**config.mk**
```make
export PLATFORM = sky130hd
export DESIGN_NAME = cpu_exception_sequencer
export DESIGN_NICKNAME = d
export VERILOG_FILES = /design/src/exc_seq_pkg.sv /design/src/cpu_exception_sequencer.sv /design/src/fp_exc_prio.sv
export SDC_FILE = /design/constraint.sdc
export NUM_CORES = 1
export LEC_CHECK = 0
export BUFFER_PORTS_ARGS = -buffer_cell sky130_fd_sc_hd__buf_2
export CORE_AREA = 2 2 203 205
export CTS_CLUSTER_SIZE = 14
export DETAILED_ROUTE_END_ITERATION = 10
export DIE_AREA = 0 0 205 207
export SLEW_MARGIN = 30
export SYNTH_ARGS = -nofsm -noshare
export SYNTH_HDL_FRONTEND = slang
export SYNTH_HIERARCHICAL = 1
export SYNTH_SLANG_ARGS = --single-unit
```
**constraint.sdc**
```tcl
create_clock -name clk_sys -period 7 [get_ports clk_sys]
set_clock_uncertainty 0.2 [all_clocks]
set_input_delay 0.7 -clock clk_sys [delete_from_list [all_inputs] [get_ports clk_sys]]
set_output_delay 0.7 -clock clk_sys [all_outputs]
set_load 0.005 [all_outputs]
```
**src/exc_seq_pkg.sv**
```systemverilog
`default_nettype none
package exc_seq_pkg;

	// ------------------------------------------------------------
	// status word layout
	// ------------------------------------------------------------
	localparam int SW_TRACE_HI_BIT = 15;
	localparam int SW_TRACE_LO_BIT = 14;
	localparam int SW_SUPER_BIT    = 13;
	localparam int SW_MASK_LSB     = 8;
	localparam int SW_MASK_W       = 3;

	// ------------------------------------------------------------
	// processor state output codes
	// ------------------------------------------------------------
	localparam logic [3:0] PST_NORMAL = 4'h0;
	localparam logic [3:0] PST_EXC    = 4'hC;
	localparam logic [3:0] PST_HALT   = 4'h5;

	// ------------------------------------------------------------
	// six-word frame
	// ------------------------------------------------------------
	localparam logic [3:0]  FRAME_FMT_SIX   = 4'h2;
	localparam logic [31:0] FRAME_SIX_BYTES = 32'h0000000C;
	localparam logic [7:0]  OFF_SW          = 8'h00;
	localparam logic [7:0]  OFF_PC          = 8'h02;
	localparam logic [7:0]  OFF_FMT_VEC     = 8'h06;
	localparam logic [7:0]  OFF_ADDR        = 8'h08;

	// ------------------------------------------------------------
	// vector numbers (decimal)
	// ------------------------------------------------------------
	localparam logic [7:0] VEC_RESET    = 8'd0;
	localparam logic [7:0] VEC_BUS_ERR  = 8'd2;
	localparam logic [7:0] VEC_ADDR_ERR = 8'd3;
	localparam logic [7:0] VEC_SPURIOUS = 8'd24;
	localparam logic [7:0] VEC_AUTO0    = 8'd24;
	localparam logic [7:0] VEC_FP_BASE  = 8'd48;

	// ------------------------------------------------------------
	// exception kinds, enable byte positions (bit 15 = index 7)
	// ------------------------------------------------------------
	typedef enum logic [2:0] {
		EK_NONE  = 3'b000,
		EK_RESET = 3'b001,
		EK_IRQ   = 3'b010,
		EK_BUSER = 3'b011,
		EK_ADDR  = 3'b100,
		EK_OTHER = 3'b101
	} exc_kind_e;

	localparam int FP_SIGNALING_NAN_FLAG  = 6;
	localparam int FP_OPERAND_ERROR_FLAG = 5;
	localparam int FP_OVERFLOW_FLAG  = 4;
	localparam int FP_UNDERFLOW_FLAG  = 3;
	localparam int FP_INEXACT_DECIMAL_INPUT_FLAG = 0;

	// bus termination pair
	typedef struct packed {
		logic ack;
		logic err;
	} bus_term_s;

	// frame words presented for stacking
	typedef struct packed {
		logic [15:0] sw;
		logic [31:0] pc;
		logic [15:0] fmt_vec;
		logic [31:0] addr;
	} frame_s;

endpackage : exc_seq_pkg
`default_nettype wire

```
**src/cpu_exception_sequencer.sv**
```systemverilog
`default_nettype none
// Operation
// - normal cycle end only on transfer_ack; cycle stays open otherwise
// - transfer_error_ack alone ends cycle and starts error exception
// - both acks together retry the failed cycle
// - locked or serialized pending work finishes before exception entry
// - entry runs four steps; bus cycle order may differ
// - step one copies status, sets supervisor, clears both trace bits
// - reset and interrupt also rewrite the priority mask
// - interrupts take vector by acknowledge cycle; others internally
// - after reset prefetch, execution starts at program counter
// - reset touches no caches and stacks nothing
// - fault during reset entry halts with state outputs at 5
// - software reset instruction never starts a reset exception
// - six-word return restores status, pc, adds C to stack pointer
// - frame: status, pc at 02, format and vector at 06, address 08
// - address error stacks faulting pc and referenced address minus one
// - inexact decimal flag only set by software writes
// - maskable fp exception when execution sets an enabled bit
// - software writes to flags or enables never trigger exceptions
// - nan, operand, overflow, underflow also raise nonmaskable trap
// - only highest-priority enabled fp exception is reported
// - enable byte priority falls from bit 15 down to bit 8
// - acknowledge cycle: wait, spurious, vector, autovector or retry
module cpu_exception_sequencer
	import exc_seq_pkg::*;
(
	// clock and reset
	input  wire logic          clk_sys,
	input  wire logic          rst_n,
	// bus termination
	input  wire logic          transfer_ack,
	input  wire logic          transfer_error_ack,
	input  wire logic          autovector_request,
	input  wire logic [7:0]    bus_data,
	// core requests
	input  wire logic          bus_cycle_start,
	input  wire logic          fault_address_error,
	input  wire logic [31:0]   fault_address,
	input  wire logic          exc_request,
	input  wire exc_seq_pkg::exc_kind_e exc_kind,
	input  wire logic [7:0]    exc_vector,
	input  wire logic [2:0]    irq_level,
	input  wire logic          locked_pending,
	input  wire logic          reset_insn,
	input  wire logic          rte_request,
	input  wire exc_seq_pkg::frame_s rte_frame,
	input  wire logic [31:0]   current_pc,
	input  wire logic [31:0]   reset_pc,
	input  wire logic [31:0]   ssp_in,
	input  wire logic [15:0]   status_in,
	// floating point
	input  wire logic          fp_exec_valid,
	input  wire logic [7:0]    fp_exec_flags,
	input  wire logic          fp_sw_write,
	input  wire logic [7:0]    fp_sw_flags,
	input  wire logic [7:0]    fp_control_word,
	// bus cycle results
	output logic               cycle_done,
	output logic               cycle_retry,
	output logic               bus_in_cycle,
	output logic               iack_cycle,
	// exception entry
	output logic [15:0]        status_word,
	output logic [15:0]        status_copy,
	output logic [7:0]         vector_number,
	output exc_seq_pkg::frame_s frame_out,
	output logic               frame_valid,
	output logic               exec_start,
	output logic [31:0]        program_counter,
	output logic [31:0]        ssp_out,
	output logic [3:0]         processor_state_outputs,
	output logic               halted,
	// floating point results
	output logic [7:0]         fp_exception_byte,
	output logic               fp_trap,
	output logic               fp_nonmask_trap,
	output logic [2:0]         fp_trap_index
);
	import exc_seq_pkg::*;

	// ------------------------------------------------------------
	// state
	// ------------------------------------------------------------
	typedef enum logic [2:0] {
		ST_RUN    = 3'b000,
		ST_DRAIN  = 3'b001,
		ST_STEP1  = 3'b010,
		ST_VECTOR = 3'b011,
		ST_STACK  = 3'b100,
		ST_FETCH  = 3'b101,
		ST_HALT   = 3'b110
	} seq_state_e;

	typedef struct packed {
		seq_state_e  st;
		exc_kind_e   kind;
		logic        in_cycle;
		logic        done;
		logic        retry;
		logic [7:0]  vec;
		logic [2:0]  lvl;
		logic [15:0] sw;
		logic [15:0] sw_copy;
		logic [31:0] pc;
		logic [31:0] ssp;
		logic [31:0] addr;
		frame_s      frame;
		logic        fvalid;
		logic        start;
		logic [3:0]  pst;
		logic [7:0]  fpx;
		logic        trap;
		logic        nmtrap;
		logic [2:0]  tidx;
	} seq_s;

	seq_s state_ff;
	seq_s nxt_state;

	logic       prio_hit;
	logic [2:0] prio_index;
	logic [7:0] fp_new;

	// inexact decimal never set by execution
	assign fp_new = fp_exec_flags & ~8'(1 << FP_INEXACT_DECIMAL_INPUT_FLAG);

	fp_exc_prio #(
		.BITS(8)
	) u_prio (
		.raised (fp_new),
		.enabled(fp_control_word),
		.hit    (prio_hit),
		.index  (prio_index)
	);

	// ------------------------------------------------------------
	// next state
	// ------------------------------------------------------------
	always_comb begin
		nxt_state        = state_ff;
		nxt_state.done   = 1'b0;
		nxt_state.retry  = 1'b0;
		nxt_state.fvalid = 1'b0;
		nxt_state.start  = 1'b0;
		nxt_state.trap   = 1'b0;
		nxt_state.nmtrap = 1'b0;

		// fp flags: software writes latch but never trap
		if (fp_sw_write) begin
			nxt_state.fpx = fp_sw_flags;
		end
		if (fp_exec_valid) begin
			// execution bits stack on a same-cycle software write
			nxt_state.fpx = nxt_state.fpx | fp_new;
			// only execution-set bits are checked, not stale ones
			if (prio_hit) begin
				nxt_state.trap = 1'b1;
				nxt_state.tidx = prio_index;
			end
			nxt_state.nmtrap = fp_new[FP_SIGNALING_NAN_FLAG] | fp_new[FP_OPERAND_ERROR_FLAG]
				| fp_new[FP_OVERFLOW_FLAG] | fp_new[FP_UNDERFLOW_FLAG];
		end

		// bus cycle tracking
		if (bus_cycle_start && state_ff.st != ST_HALT) begin
			nxt_state.in_cycle = 1'b1;
		end

		unique case (state_ff.st)
			ST_RUN: begin
				if (state_ff.in_cycle) begin
					if (transfer_ack && transfer_error_ack) begin
						nxt_state.retry = 1'b1;
					end else if (transfer_ack) begin
						nxt_state.in_cycle = 1'b0;
						nxt_state.done     = 1'b1;
					end else if (transfer_error_ack) begin
						nxt_state.in_cycle = 1'b0;
						nxt_state.kind     = EK_BUSER;
						nxt_state.vec      = VEC_BUS_ERR;
						nxt_state.st       = ST_DRAIN;
					end
				end else if (rte_request
					&& rte_frame.fmt_vec[15:12] == FRAME_FMT_SIX) begin
					nxt_state.sw  = rte_frame.sw;
					nxt_state.pc  = rte_frame.pc;
					nxt_state.ssp = ssp_in + FRAME_SIX_BYTES;
					nxt_state.start = 1'b1;
				end else if (exc_request && exc_kind != EK_NONE
					&& !(exc_kind == EK_RESET && reset_insn)) begin
					nxt_state.kind = exc_kind;
					nxt_state.vec  = exc_kind == EK_ADDR ? VEC_ADDR_ERR
						: exc_vector;
					nxt_state.lvl  = irq_level;
					nxt_state.addr = fault_address - 32'h1;
					nxt_state.st   = ST_DRAIN;
				end
			end
			// hold off entry while locked work remains
			ST_DRAIN: begin
				if (!locked_pending) begin
					nxt_state.st = ST_STEP1;
				end
			end
			// step one: copy, supervisor, trace off, mask
			ST_STEP1: begin
				nxt_state.sw_copy = state_ff.kind == EK_RESET
					? status_in : state_ff.sw;
				nxt_state.sw[SW_SUPER_BIT]    = 1'b1;
				nxt_state.sw[SW_TRACE_HI_BIT] = 1'b0;
				nxt_state.sw[SW_TRACE_LO_BIT] = 1'b0;
				if (state_ff.kind == EK_RESET) begin
					nxt_state.sw[SW_MASK_LSB +: SW_MASK_W] = 3'b111;
				end else if (state_ff.kind == EK_IRQ) begin
					nxt_state.sw[SW_MASK_LSB +: SW_MASK_W] = state_ff.lvl;
				end
				nxt_state.pst = PST_EXC;
				nxt_state.st  = state_ff.kind == EK_IRQ
					? ST_VECTOR : ST_STACK;
				nxt_state.in_cycle = state_ff.kind == EK_IRQ;
			end
			// interrupt acknowledge termination
			ST_VECTOR: begin
				if (transfer_ack && transfer_error_ack) begin
					nxt_state.retry = 1'b1;
				end else if (transfer_ack) begin
					nxt_state.in_cycle = 1'b0;
					nxt_state.vec = autovector_request ? bus_data
						: VEC_AUTO0 + 8'(state_ff.lvl);
					nxt_state.st  = ST_STACK;
				end else if (transfer_error_ack) begin
					nxt_state.in_cycle = 1'b0;
					nxt_state.vec = VEC_SPURIOUS;
					nxt_state.st  = ST_STACK;
				end
			end
			// reset stacks nothing, others emit the frame
			ST_STACK: begin
				if (state_ff.kind == EK_RESET) begin
					nxt_state.pc       = reset_pc;
					nxt_state.in_cycle = 1'b1;
					nxt_state.st       = ST_FETCH;
				end else begin
					nxt_state.frame.sw      = state_ff.sw_copy;
					nxt_state.frame.pc      = current_pc;
					nxt_state.frame.fmt_vec = {FRAME_FMT_SIX, 2'b00,
						state_ff.vec, 2'b00};
					nxt_state.frame.addr    = state_ff.addr;
					nxt_state.fvalid = 1'b1;
					nxt_state.ssp    = ssp_in - FRAME_SIX_BYTES;
					nxt_state.pst    = PST_NORMAL;
					nxt_state.start  = 1'b1;
					nxt_state.st     = ST_RUN;
				end
			end
			// reset prefetch; a fault here is a double bus fault
			ST_FETCH: begin
				if (fault_address_error
					|| (transfer_error_ack && !transfer_ack)) begin
					nxt_state.pst = PST_HALT;
					nxt_state.in_cycle = 1'b0;
					nxt_state.st  = ST_HALT;
				end else if (transfer_ack && !transfer_error_ack) begin
					nxt_state.in_cycle = 1'b0;
					nxt_state.pst   = PST_NORMAL;
					nxt_state.start = 1'b1;
					nxt_state.st    = ST_RUN;
				end else if (transfer_ack && transfer_error_ack) begin
					nxt_state.retry = 1'b1;
				end
			end
			// only an external reset leaves halt
			ST_HALT: begin
				nxt_state.in_cycle = 1'b0;
			end
			default: nxt_state.st = ST_HALT;
		endcase
	end

	// ------------------------------------------------------------
	// register; reset enters the reset exception
	// ------------------------------------------------------------
	always_ff @(posedge clk_sys) begin
		if (!rst_n) begin
			state_ff      <= '0;
			state_ff.st   <= ST_STEP1;
			state_ff.kind <= EK_RESET;
			state_ff.vec  <= VEC_RESET;
		end else begin
			state_ff <= nxt_state;
		end
	end

	// ------------------------------------------------------------
	// outputs
	// ------------------------------------------------------------
	assign cycle_done              = state_ff.done;
	assign cycle_retry             = state_ff.retry;
	assign bus_in_cycle            = state_ff.in_cycle;
	assign iack_cycle              = state_ff.st == ST_VECTOR;
	assign status_word             = state_ff.sw;
	assign status_copy             = state_ff.sw_copy;
	assign vector_number           = state_ff.vec;
	assign frame_out               = state_ff.frame;
	assign frame_valid             = state_ff.fvalid;
	assign exec_start              = state_ff.start;
	assign program_counter         = state_ff.pc;
	assign ssp_out                 = state_ff.ssp;
	assign processor_state_outputs = state_ff.pst;
	assign halted                  = state_ff.st == ST_HALT;
	assign fp_exception_byte       = state_ff.fpx;
	assign fp_trap                 = state_ff.trap;
	assign fp_nonmask_trap         = state_ff.nmtrap;
	assign fp_trap_index           = state_ff.tidx;
endmodule : cpu_exception_sequencer
`default_nettype wire

```
**src/fp_exc_prio.sv**
```systemverilog
`default_nettype none
module fp_exc_prio
	import exc_seq_pkg::*;
#(
	parameter int BITS = 8
) (
	// exception and enable bytes
	input  wire logic [BITS-1:0] raised,
	input  wire logic [BITS-1:0] enabled,
	// winner
	output logic                 hit,
	output logic [2:0]           index
);
	// the 3-bit index only serves an eight-bit enable byte
	if (BITS != 8) begin : g_bits_chk
		$error("fp_exc_prio: BITS must be 8");
	end

	// ------------------------------------------------------------
	// highest bit wins; lower ones are dropped
	// ------------------------------------------------------------
	always_comb begin
		hit   = 1'b0;
		index = 3'd0;
		for (int i = 0; i < BITS; i++) begin
			if (raised[i] && enabled[i]) begin
				hit   = 1'b1;
				index = 3'(i);
			end
		end
	end
endmodule : fp_exc_prio
`default_nettype wire

```
==> flow_metrics.tcl <==
set metrics [dict create \
    fin_setup_tns_ps 0 \
    yosysTopAreaCell "dfxtp_1" \
    core_area_mm2 0.0404 \
    pre_cts_ws_ps 3050 \
    cp_data_required_time_ps 7300 \
    cp_max_fo 76 \
    cts-resized-gates 0 \
    grt_setup_unrepaired "no" \
    max_slew_margin_pct 38.2 \
    ys_seq_area_share_pct 36.3 \
    grt_pass1_vias 12300 \
    rows 74 \
    ys_warn_count 6 \
    syn_to_final_growth_pct 14.7 \
    synthCells 1772 \
    synth-main-ff-cell "dfxtp_1" \
    finalHoldViolations 0 \
    crit_slowest_cell "dfxtp_1" \
    worstMarginPinSlew_ps 921 \
    maxCapViolations 0 \
    clk_pin_slew_ps 60 \
    grt_overflow 0 \
    hp-class "in -> reg" \
    insertion_delay_ps 570 \
    crit_type "reg -> reg" \
    die_area_mm2 0.0424 \
    fin_ws_ps 3500 \
    via_per_inst 5.27 \
    p_per_area_mw_per_mm2 292 \
    cp-start-kind "flip-flop" \
    die_h_um 207 \
    place_congestion 0.865 \
    post-cts-setup-buffer-count 0 \
    synth.area.top_cells "dfxtp_1, buf_4, a21oi_1, nand2_1, a211oi_1" \
    track_usage_pct 20.7 \
    portBuffers 469 \
    hpwl_um 33400 \
    cts_buffer_depth 3 \
    setup_viol 0 \
    critPathMaxStageDelay_ps 810 \
    vias 13200 \
    drtIter0Drc 1008 \
    ys_ff_latch 255 \
    antenna_found_initial 14 \
    ctsHoldBuffers 0 \
    die_x_um 205 \
    outcome "complete, no violations" \
    postRouteAntennaNets 0 \
    worstPathCellList "or3b_2 > buf_4 > nor2_4 > buf_4 > nand2_1 > a21oi_1" \
    numCtsBuffers 31 \
    synth_area_mm2 0.0141 \
    drt-total-wl_um 46200 \
    fmax_ghz 0.285 \
    synth_cell_types 83 \
    grt_pass1_wl_um 70300 \
    synthArstFlopShare_pct 0 \
    post_drt_wl_per_cell_um 18.5 \
    yosysTopAreaCellShare_pct 36.3 \
    post-route-period-util_pct 50.1 \
    crit_path_end_kind "flip-flop" \
    cp.arrival_ps 3800 \
    ir_worst_vdd_uv 148 \
    final_layout_size_suffix_gt1_share_pct 29.9 \
    post-route-drc-count 0 \
    syn_area_per_cell_um2 7.94 \
    fill_cells 4197 \
    nets 2242 \
    cts_sinks 255 \
    finalMaxSlewViolations 0 \
    synth-edff-count 0 \
    cts_tree "done" \
    grt_max_degree 91 \
    leakage_nw 6.73 \
    dr.pass1.iters 5 \
    cts_root_buf "clkbuf_16" \
    period_needed_ps 3500 \
    h-tree-depth 1 \
    crit_top_cell "buf_4" \
    initial_core_util_pct 34.9 \
    top_level_ports 523 \
]
==> logic make-up (layout without fill, tap and decap cells) <==
family / after synthesis / in the layout / synth area share [%]
mux: 34 / 34 / 2.44
other cells: 1 / 15 / 0.0266
xor+xnor: 49 / 49 / 3.05
flops: 255 / 255 / 36.3
compound gates: 434 / 434 / 19.7
simple gates: 622 / 622 / 21.7
buf+inv: 374 / 557 / 16.5
fa+ha+maj: 3 / 3 / 0.267
==> worst paths after layout <==
| path | from | to | slack [ps] | cells past startpoint |
|---|---|---|---|---|
| setup / recovery | state_ff[262] | frame_out[76] | 3500 | 6 |
| hold / removal | fp_sw_flags[0] | fp_exception_byte[0] | 160 | 3 |
| setup reg to reg | state_ff[262] | frame_out[76] | 3500 | 6 |
| hold reg to reg | frame_out[11] | frame_out[11] | 250 | 2 |
==> metrics by stage <==
step           power, mW  hold slack, ps  std cells  util (%)  cell area (um^2)
6_report            4.72             162       2501      40.0             16100
5_1_grt             4.99             150       2497      40.0             16100
2_1_floorplan       2.76             229       1780         -             14100
3_5_place_dp        3.08             244       2438      37.3             15000
4_1_cts             4.77             130       2494      39.9             16100
3_3_place_gp        3.05             235       2437      37.2             15000
==> power by group <==
group          switching, mW  leakage [nW]  internal, mW  total [mW]
clock network          0.655         0.508          1.01        1.67
registers              0.183          2.07          1.64        1.82
logic                  0.742          4.16         0.488        1.23
total                   1.58          6.73          3.14        4.72
==> cell usage after synthesis (6+ instances only) <==
cell,n
nor2_1,125
o31ai_1,7
clkbuf_1,86
a311oi_1,14
o21a_1,7
nor2b_1,6
nand4_1,22
nand2_1,246
dfxtp_1,255
xnor2_1,36
nand3_1,46
or3_1,9
o21ai_0,54
nor3_1,30
a31oi_1,13
inv_1,15
a22oi_1,6
and3_1,38
mux2i_1,32
o211ai_1,6
nand3b_1,8
o31a_1,6
a221oi_1,13
a21oi_1,189
buf_4,227
xor2_1,13
a41oi_1,9
buf_2,36
or4_1,9
a211oi_1,66
nor4_1,35
==> critical path, delay by kind of cell, from the launching register on <==
family / cells / cell delay (ps)
simple gates: 3 / 1210
buf+inv: 2 / 980
flops: 1 / 810
compound gates: 1 / 180
==> final cells by class <==
class | instances | area [um^2] | share of cell area [%]
multi-input cells | 1151 | 6740 | 41.8
flip-flops and latches | 255 | 5100 | 31.6
repair buffers | 484 | 2490 | 15.5
clock buffers | 43 | 871 | 5.40
well taps | 532 | 666 | 4.12
clock inverters | 13 | 180 | 1.12
inverters | 17 | 68.8 | 0.426
diodes | 6 | 15.0 | 0.0930
==> sequential cells by signal, indices dropped and copies added, names as in the netlist <==
register,flops
cycle_retry,1
fp_trap,1
status_word,16
fp_exception_byte,8
frame_valid,1
processor_state_outputs,3
vector_number,8
exec_start,1
bus_in_cycle,1
fp_trap_index,3
program_counter,32
ssp_out,32
frame_out,89
cycle_done,1
state_ff,41
status_copy,16
fp_nonmask_trap,1
==> cells in the final DEF, fill, tap and decap left out, types with 13 or more instances in the layout <==
master / synthesis / routed
nor2_1: 125 / 125
a21oi_1: 189 / 189
clkbuf_16: 0 / 31
a221oi_1: 13 / 13
buf_2: 36 / 468
a211oi_1: 66 / 66
a31oi_1: 13 / 13
nand4_1: 22 / 22
xor2_1: 13 / 13
xnor2_1: 36 / 36
nor3_1: 30 / 28
a311oi_1: 14 / 14
nor4_1: 35 / 33
dfxtp_1: 255 / 255
buf_4: 227 / 14
mux2i_1: 32 / 32
inv_1: 15 / 14
o21ai_0: 54 / 54
nand2_1: 246 / 246
and3_1: 38 / 38
nand3_1: 46 / 46
==> per-layer routing <==
metal,vias to the layer above,track usage [%],share of wire [%]
met4,14,5.61,2.4
met2,564,34.9,47
li1,6405,-,-
met1,6108,26.0,41
met5,-,0,0.21
met3,82,5.27,9.3
No activity file was read; power rests on OpenSTA's default activity.
